### src/verilog/wpa_consts.svh
// Constants for the single-wire port parameter adjust block
`ifndef WPA_CONSTS_SVH
`define WPA_CONSTS_SVH

// ----------------------------------------------------------------------------
// Command codes
// ----------------------------------------------------------------------------
`define WPA_CMD_ADJUST        8'hC3
`define WPA_PTR_PORT_CFG      8'hB4

// ----------------------------------------------------------------------------
// Control byte fields
// ----------------------------------------------------------------------------
`define WPA_SEL_MSB           7
`define WPA_SEL_LSB           5
`define WPA_OD_BIT            4
`define WPA_VAL_MSB           3
`define WPA_VAL_LSB           0

// ----------------------------------------------------------------------------
// Parameter select codes
// ----------------------------------------------------------------------------
`define WPA_SEL_RSTL          3'h0
`define WPA_SEL_MSP           3'h1
`define WPA_SEL_WOL           3'h2
`define WPA_SEL_REC0          3'h3
`define WPA_SEL_WPU           3'h4

// ----------------------------------------------------------------------------
// Default value codes
// ----------------------------------------------------------------------------
`define WPA_DEF_RSTL          4'h6
`define WPA_DEF_MSP_STD       4'h6
`define WPA_DEF_MSP_OD        4'h6
`define WPA_DEF_WOL           4'h6
`define WPA_DEF_REC0          4'h6
`define WPA_DEF_WPU           4'h6

// ----------------------------------------------------------------------------
// APB register offsets and fields
// ----------------------------------------------------------------------------
`define WPA_ADDR_W            5
`define WPA_REG_CTRL          5'h00
`define WPA_REG_CODES         5'h04
`define WPA_REG_STATUS        5'h08
`define WPA_CTRL_SPEED_BIT    0
`define WPA_CTRL_RESTORE_BIT  1

`endif

### src/verilog/wpa_unused_guard.sv
// Intentionally empty: all logic lives in the port-adjust module
### src/verilog/wpa_pkg.sv
// Types for the single-wire port parameter adjust block
package wpa_pkg;

    // Byte handed over by the serial host front end
    typedef struct packed {
        logic       valid;      // One-cycle strobe per received byte
        logic       first;      // Byte is a command code
        logic [7:0] data;
    } wpa_byte_t;

    // Stored value codes, standard and overdrive sets
    typedef struct packed {
        logic [3:0] rstl_od;
        logic [3:0] rstl_std;
        logic [3:0] msp_od;
        logic [3:0] msp_std;
        logic [3:0] wol_od;
        logic [3:0] wol_std;
        logic [3:0] rec0;
        logic [3:0] wpu;
    } wpa_codes_t;

    // Settings for the waveform generator at the current speed
    typedef struct packed {
        logic [19:0] reset_low_time;
        logic [19:0] presence_sample_time;
        logic [19:0] write_zero_low_time;
        logic [19:0] write_zero_recovery_time;
        logic [10:0] weak_pullup_resistance;
    } wpa_timing_t;

    // Command handler states
    typedef enum logic [2:0] {
        WPA_IDLE   = 3'b001,
        WPA_PARAM  = 3'b010,
        WPA_REJECT = 3'b100
    } wpa_state_t;

endpackage : wpa_pkg

### src/verilog/wpa_port_adjust.sv
// Port-adjust command handler, parameter store and value tables
`include "wpa_consts.svh"

// Notes on behaviour
// - Code C3h plus control byte updates parameter
// - Busy at code: nack both, change nothing
// - Store on rising SCL of control ack
// - Then point read pointer at port config
// - Reset or device reset restores all defaults
// - Byte: select 7:5, speed 4, code 3:0
// - Select 0..4: rstl, msp, wol, rec0, pullup
// - Speed flag picks standard or overdrive copy
// - Recovery and pullup ignore the speed flag
// - Reset low 440..740 us, overdrive tenth
// - Presence std 58, +2 us, 76 cap
// - Presence od 5.5, +0.5 us, 11 cap
// - Write-zero low 52..70, od 5..10
// - Recovery 2.75, +2.5 us to 25.25
// - Pullup 500 below code 6, else 1000
// - Generator follows stored settings a cycle later, zero in reset
module wpa_port_adjust
    import wpa_pkg::*;
(
    // Clock and reset
    input  wire logic                    i_clock,
    input  wire logic                    i_reset_n,
    // Serial host front end
    input  wire wpa_byte_t               i_byte,
    input  wire logic                    i_ack_rise,
    output logic                         o_byte_ack,
    output logic                         o_ptr_load,
    output logic [7:0]                   o_ptr_code,
    // Device state
    input  wire logic                    i_wire_busy_flag,
    input  wire logic                    i_device_reset,
    // Waveform generator settings
    output wpa_timing_t                  o_timing,
    output wpa_codes_t                   o_codes,
    // APB slave
    input  wire logic                    psel,
    input  wire logic                    penable,
    input  wire logic                    pwrite,
    input  wire logic [`WPA_ADDR_W-1:0]  paddr,
    input  wire logic [31:0]             pwdata,
    output logic [31:0]                  prdata,
    output logic                         pready,
    output logic                         pslverr
);

    // ------------------------------------------------------------------------
    // Value tables
    // ------------------------------------------------------------------------
    function automatic logic [19:0] f_rstl(input logic [3:0] c, input logic od);
        int v;
        v = 440000 + 20000 * int'(c);
        if (od) begin
            v = v / 10;
        end
        return 20'(v);
    endfunction : f_rstl

    function automatic logic [19:0] f_msp(input logic [3:0] c, input logic od);
        int v;
        v = (c < 4'h2) ? 0 : int'(c) - 1;
        if (od) begin
            v = 5500 + 500 * v;
            v = (v > 11000) ? 11000 : v;
        end else begin
            v = 58000 + 2000 * v;
            v = (v > 76000) ? 76000 : v;
        end
        return 20'(v);
    endfunction : f_msp

    function automatic logic [19:0] f_wol(input logic [3:0] c, input logic od);
        int v;
        if (od) begin
            v = 5000 + 500 * int'(c);
            v = (v > 10000) ? 10000 : v;
        end else begin
            v = 52000 + 2000 * int'(c);
            v = (v > 70000) ? 70000 : v;
        end
        return 20'(v);
    endfunction : f_wol

    function automatic logic [19:0] f_rec0(input logic [3:0] c);
        int v;
        v = (c < 4'h6) ? 2750 : 2750 + 2500 * (int'(c) - 5);
        v = (v > 25250) ? 25250 : v;
        return 20'(v);
    endfunction : f_rec0

    function automatic logic [10:0] f_wpu(input logic [3:0] c);
        return (c < 4'h6) ? 11'h1F4 : 11'h3E8;
    endfunction : f_wpu

    // ------------------------------------------------------------------------
    // Signals
    // ------------------------------------------------------------------------
    wpa_state_t  state_q;
    wpa_codes_t  codes_q;
    logic [7:0]  ctrl_byte_q;
    logic        speed_q;
    logic        rejected_q;
    logic        restore_d;
    logic        is_adjust;
    logic        apb_wr;
    logic        store;
    logic [2:0]  sel;
    logic        od;
    logic [3:0]  val;

    // Control byte fields
    assign sel = ctrl_byte_q[`WPA_SEL_MSB:`WPA_SEL_LSB];
    assign od  = ctrl_byte_q[`WPA_OD_BIT];
    assign val = ctrl_byte_q[`WPA_VAL_MSB:`WPA_VAL_LSB];

    assign is_adjust = i_byte.valid && i_byte.first && (i_byte.data == `WPA_CMD_ADJUST);
    assign store     = (state_q == WPA_PARAM) && i_ack_rise;
    assign apb_wr    = psel && penable && pwrite && (paddr == `WPA_REG_CTRL);
    assign restore_d = i_device_reset || (apb_wr && pwdata[`WPA_CTRL_RESTORE_BIT]);

    // ------------------------------------------------------------------------
    // Command sequencing
    // ------------------------------------------------------------------------
    // Track command code, control byte and its acknowledge
    always_ff @(posedge i_clock or negedge i_reset_n) begin
        if (!i_reset_n) begin
            state_q     <= WPA_IDLE;
            ctrl_byte_q <= 8'h00;
        end else begin
            case (state_q)
                WPA_IDLE: begin
                    if (is_adjust) begin
                        state_q <= i_wire_busy_flag ? WPA_REJECT : WPA_PARAM;
                    end
                end
                WPA_PARAM: begin
                    if (i_byte.valid && i_byte.first) begin
                        state_q <= WPA_IDLE;                        // Aborted by a new command
                    end else if (i_byte.valid) begin
                        ctrl_byte_q <= i_byte.data;
                    end else if (i_ack_rise) begin
                        state_q <= WPA_IDLE;
                    end
                end
                WPA_REJECT: begin
                    if (is_adjust) begin
                        state_q <= i_wire_busy_flag ? WPA_REJECT : WPA_PARAM;
                    end else if ((i_byte.valid && i_byte.first) || i_ack_rise) begin
                        state_q <= WPA_IDLE;
                    end
                end
                default: begin
                    state_q <= WPA_IDLE;
                end
            endcase
        end
    end

    // Acknowledge: code only when idle bus, control byte only in accepted command
    always_comb begin
        o_byte_ack = 1'b0;
        if (is_adjust && (state_q != WPA_PARAM)) begin
            o_byte_ack = !i_wire_busy_flag;
        end else if (i_byte.valid && !i_byte.first && (state_q == WPA_PARAM)) begin
            o_byte_ack = 1'b1;
        end
    end

    // ------------------------------------------------------------------------
    // Parameter store
    // ------------------------------------------------------------------------
    // Update the selected code, restore defaults on reset
    always_ff @(posedge i_clock or negedge i_reset_n) begin
        if (!i_reset_n) begin
            codes_q <= '{`WPA_DEF_RSTL, `WPA_DEF_RSTL, `WPA_DEF_MSP_OD, `WPA_DEF_MSP_STD,
                         `WPA_DEF_WOL, `WPA_DEF_WOL, `WPA_DEF_REC0, `WPA_DEF_WPU};
        end else if (restore_d) begin
            codes_q <= '{`WPA_DEF_RSTL, `WPA_DEF_RSTL, `WPA_DEF_MSP_OD, `WPA_DEF_MSP_STD,
                         `WPA_DEF_WOL, `WPA_DEF_WOL, `WPA_DEF_REC0, `WPA_DEF_WPU};
        end else if (store) begin
            case (sel)
                `WPA_SEL_RSTL: begin
                    if (od) codes_q.rstl_od <= val;
                    else    codes_q.rstl_std <= val;
                end
                `WPA_SEL_MSP: begin
                    if (od) codes_q.msp_od <= val;
                    else    codes_q.msp_std <= val;
                end
                `WPA_SEL_WOL: begin
                    if (od) codes_q.wol_od <= val;
                    else    codes_q.wol_std <= val;
                end
                `WPA_SEL_REC0: codes_q.rec0 <= val;
                `WPA_SEL_WPU:  codes_q.wpu  <= val;
                default: begin
                end
            endcase
        end
    end

    // Read pointer moves to port configuration after a stored command
    always_ff @(posedge i_clock or negedge i_reset_n) begin
        if (!i_reset_n) begin
            o_ptr_load <= 1'b0;
            o_ptr_code <= 8'h00;
        end else begin
            o_ptr_load <= store;
            if (store) begin
                o_ptr_code <= `WPA_PTR_PORT_CFG;
            end
        end
    end

    // Generator settings for the current speed
    always_ff @(posedge i_clock or negedge i_reset_n) begin
        if (!i_reset_n) begin
            o_timing <= '0;
        end else begin
            o_timing.reset_low_time <=
                f_rstl(speed_q ? codes_q.rstl_od : codes_q.rstl_std, speed_q);
            o_timing.presence_sample_time <=
                f_msp(speed_q ? codes_q.msp_od : codes_q.msp_std, speed_q);
            o_timing.write_zero_low_time <=
                f_wol(speed_q ? codes_q.wol_od : codes_q.wol_std, speed_q);
            o_timing.write_zero_recovery_time <= f_rec0(codes_q.rec0);
            o_timing.weak_pullup_resistance   <= f_wpu(codes_q.wpu);
        end
    end
    assign o_codes = codes_q;

    // ------------------------------------------------------------------------
    // APB registers
    // ------------------------------------------------------------------------
    // Control register: current bus speed
    always_ff @(posedge i_clock or negedge i_reset_n) begin
        if (!i_reset_n) begin
            speed_q <= 1'b0;
        end else if (apb_wr) begin
            speed_q <= pwdata[`WPA_CTRL_SPEED_BIT];
        end
    end

    // Last command outcome
    always_ff @(posedge i_clock or negedge i_reset_n) begin
        if (!i_reset_n) begin
            rejected_q <= 1'b0;
        end else if (is_adjust && (state_q != WPA_PARAM)) begin
            rejected_q <= i_wire_busy_flag;
        end
    end

    // Read mux and error answer
    always_comb begin
        prdata  = 32'h0000_0000;
        pslverr = 1'b0;
        case (paddr)
            `WPA_REG_CTRL:   prdata = {31'h0000_0000, speed_q};
            `WPA_REG_CODES:  prdata = codes_q;
            `WPA_REG_STATUS: prdata = {27'h000_0000, rejected_q, state_q, i_wire_busy_flag};
            default:         pslverr = psel && penable;
        endcase
    end
    assign pready = 1'b1;
endmodule : wpa_port_adjust

### config.mk
export PLATFORM = sky130hd
export DESIGN_NAME = wpa_port_adjust
export DESIGN_NICKNAME = d
export VERILOG_FILES = /design/src/verilog/wpa_unused_guard.sv /design/src/verilog/wpa_pkg.sv /design/src/verilog/wpa_port_adjust.sv
export VERILOG_INCLUDE_DIRS = /design/src /design/src/verilog
export SDC_FILE = /design/constraint.sdc
export NUM_CORES = 1
export LEC_CHECK = 0
export ABC_AREA = 1
export BUFFER_PORTS_ARGS = -buffer_cell sky130_fd_sc_hd__buf_2
export CORE_MARGIN = 1
export CORE_UTILIZATION = 25
export CTS_CLUSTER_DIAMETER = 100
export DETAILED_ROUTE_END_ITERATION = 8
export GPL_TIMING_DRIVEN = 0
export SLEW_MARGIN = 20
export SYNTH_ARGS = -nofsm -noshare
export SYNTH_HDL_FRONTEND = slang
export SYNTH_SLANG_ARGS = --single-unit
### constraint.sdc
create_clock -name i_clock -period 22.4 [get_ports i_clock]
set_clock_uncertainty 0.2 [all_clocks]
set_input_delay 6.72 -clock i_clock [delete_from_list [all_inputs] [get_ports i_clock]]
set_output_delay 6.72 -clock i_clock [all_outputs]
set_load 0.02 [all_outputs]
==> impl_results.md <==
* I/O Buffers at 175
* Fill count at 7831
* Seq/Total Area, Yosys at 0.1674
* Number of cell rows at 97
* Slew HR at 0.2534
* Synth Register Bits at 119
* Routed Antenna Nets at 0
* Ys Warns at 0
* Setup tns final at 0 ps
* First-pass DRT Iterations at 7
* Worst r2r path cells at 99
* RePlAce Congestion at 0.8946
* Min Tclk post-route at 16420 ps
* CP peak stage delay at 680 ps
* IO Pins at 222
* Vias in the first global route at 16329
* Layout cell share with drive strength beyond 1 at 0.2398
* Inserted Diodes at 0
* Slowest stage cell, crit path: nor4_1
* CTS Buf Count at 17
* First-pass GRT wire length at 87010 µm
* RSZ-0062 raised after global routing: false
* Mapped Cells at 2679
* Hold Buf Count CTS at 0
* Initial antenna violation count at 2
* Tcrit/Tclk final at 0.7331
* Slack of the worst reg-to-reg path at 6720 ps
* Critical path class: input port to primary output
* Drt total wl at 54230 µm
* Crit end category: primary output
* Nets at 3081
* Post-CTS setup buffers at 0
* Commonest cells after routing, fill and taps aside: 655 x nand2_1, 389 x inv_1, 233 x nor2_1
* Largest net degree at the start of global routing at 62
* Overall routing resource usage at 0.1497
* Clock transition at the registers of the reported paths at 60 ps
* Most used flip-flop cell after synthesis: dfrtp_1
* Post-synth cell types at 76
* Status: completed
* Hold path cells at 2
* Via count at 17304
* EDFF count, synth at 0
* P&R area growth vs syn at 15.17%
* CTS tree: done
* CTS root buf: clkbuf_16
* Clk sinks at 119
* Slew Limit Fails at 0
* Cell area after synthesis at 17920 µm²
* Hold EP: ctrl_byte_q[1]
* Wire length per cell at 14.10 µm
* Highest net fanout along the worst path at 10
* Grt total ovfl at 0
* Die Height at 269.7 µm
* Max H-tree Level at 4
* CTS Buffer Depth at 2
* Finish-stage setup viols at 0
* Crit path DAT at 9500 ps
* Critical path cell sequence: buf_2 > nor2_1 > inv_1 > nor4_1 > inv_1 > clkbuf_1 > clkbuf_1 > nor2_1 > buf_2
* Avg Vias per Cell at 4.499
* Clock latency on the worst-skew pair at 480 ps
* FF-to-FF Start: speed_q
* Async SR Flop Fraction at 1.000
* Die X at 269.7 µm
* Critical Path RT at 15480 ps
* Hold Fails Final Rpt at 0
* Worst reg2reg endpoint: o_timing[71]
* DP HPWL at 44440 µm
* 1st-iter DRT viols at 1050
* Max Cap Viol at 0
* Starting Density at 0.2541
* Drc violations at 0
* FMAX at 0.06089 GHz
* Post-CTS Resized at 0
* Min-Delay Path Class: register to register
* Least-Margin Pin Slew at 1116 ps
* Die area at 72740 µm²
* CP startpoint kind: input port
* Hold Path Origin: ctrl_byte_q[1]
* Commonest non-fill, non-tap cell in the layout: nand2_1
* Post-Syn Area per Cell at 6.688 µm²
* Core Area at 70510 µm²
[flip-flops by register name, summed over array words and instances (netlist names)]
name	flops
o_timing	72
o_codes	32
ctrl_byte_q	8
state_q	3
o_ptr_code	1
o_ptr_load	1
rejected_q	1
speed_q	1
[through the flow]
| stage | cell area (µm²) | cells | util | setup WS, ps | hold WS (ps) |
|---|---|---|---|---|---|
| 6_report | 20630 | 3846 | 0.2926 | 5978 | 273.2 |
| 5_1_grt | 20630 | 3846 | 0.2926 | 5340 | 298.6 |
| 4_1_cts | 20630 | 3846 | 0.2926 | 6109 | 277.6 |
| 3_5_place_dp | 20080 | 3814 | 0.2847 | 6142 | 261.7 |
| 3_3_place_gp | 20040 | 3813 | 0.2842 | 6070 | 263.3 |
| 2_1_floorplan | 17990 | 2698 | - | 7350 | 242.2 |
[cell usage after synthesis (12+ instances only)]
cell type	count	area (µm²)
nand2_1	655	2459
inv_1	389	1460
nor2_1	233	874.6
nand3_1	219	1096
o21ai_0	127	635.6
nand2_2	114	713.2
ha_1	103	1289
dfrtp_1	102	2552
nand2_4	67	754.5
a21oi_1	64	320.3
nand3_2	59	590.6
nand4_1	58	362.9
xor2_1	58	508.0
nor2_2	37	231.5
nor2_4	34	382.9
inv_2	31	116.4
fa_1	30	600.6
buf_4	29	217.7
nor3_1	22	110.1
xnor2_1	19	166.4
dfstp_2	17	446.7
nand3b_1	17	127.6
o21ai_1	12	60.06
[cells by family after synthesis]
logic type,Yosys count,share of synthesized area
xor gates and xnor gates,79,0.03946
other,2,0.0004192
adders and majority gates,133,0.1054
DFF,119,0.1674
muxes,1,0.0005587
and+or+nand+nor,1579,0.4758
buffers and inverters,502,0.1267
AOI/OAI and AO/OA,264,0.08415
[layer usage]
metal / up-vias / track usage / wire [µm]
met5: - / 0 / 0
met2: 367 / 0.2431 / 24610
met1: 7967 / 0.1992 / 25480
met3: 59 / 0.02422 / 2636
li1: 8911 / - / -
met4: 0 / 0.05353 / 1498
[critical path, delay by kind of cell]
| family | cells | cell delay, ps |
|---|---|---|
| buf+inv | 6 | 1400 |
| simple gates | 3 | 1360 |
[worst max-delay path by stage]
stage | from | endpoint | slack, ps | cells past startpoint
6_report | paddr[1] | prdata[29] | 5980 | 9
5_1_grt | speed_q | o_timing[71] | 5340 | 101
4_1_cts | paddr[1] | prdata[25] | 6110 | 9
3_5_place_dp | paddr[1] | prdata[25] | 6140 | 9
3_3_place_gp | paddr[1] | prdata[25] | 6070 | 9
2_1_floorplan | paddr[1] | prdata[11] | 7350 | 7
[cell type report]
class,count,area [µm²],area share
multi-input combinational,2077,12720,0.6164
sequential,119,2999,0.1453
inverter,443,1744,0.08453
tap,940,1176,0.05700
timing repair buffer,176,913.4,0.04426
buffer,59,526.8,0.02553
clock buffer,19,442.9,0.02146
clock inverter,13,113.9,0.005518
Power is left out: the tool's default activity adds up to more than one toggle a clock period on the data nets, which glitch-free logic cannot reach.
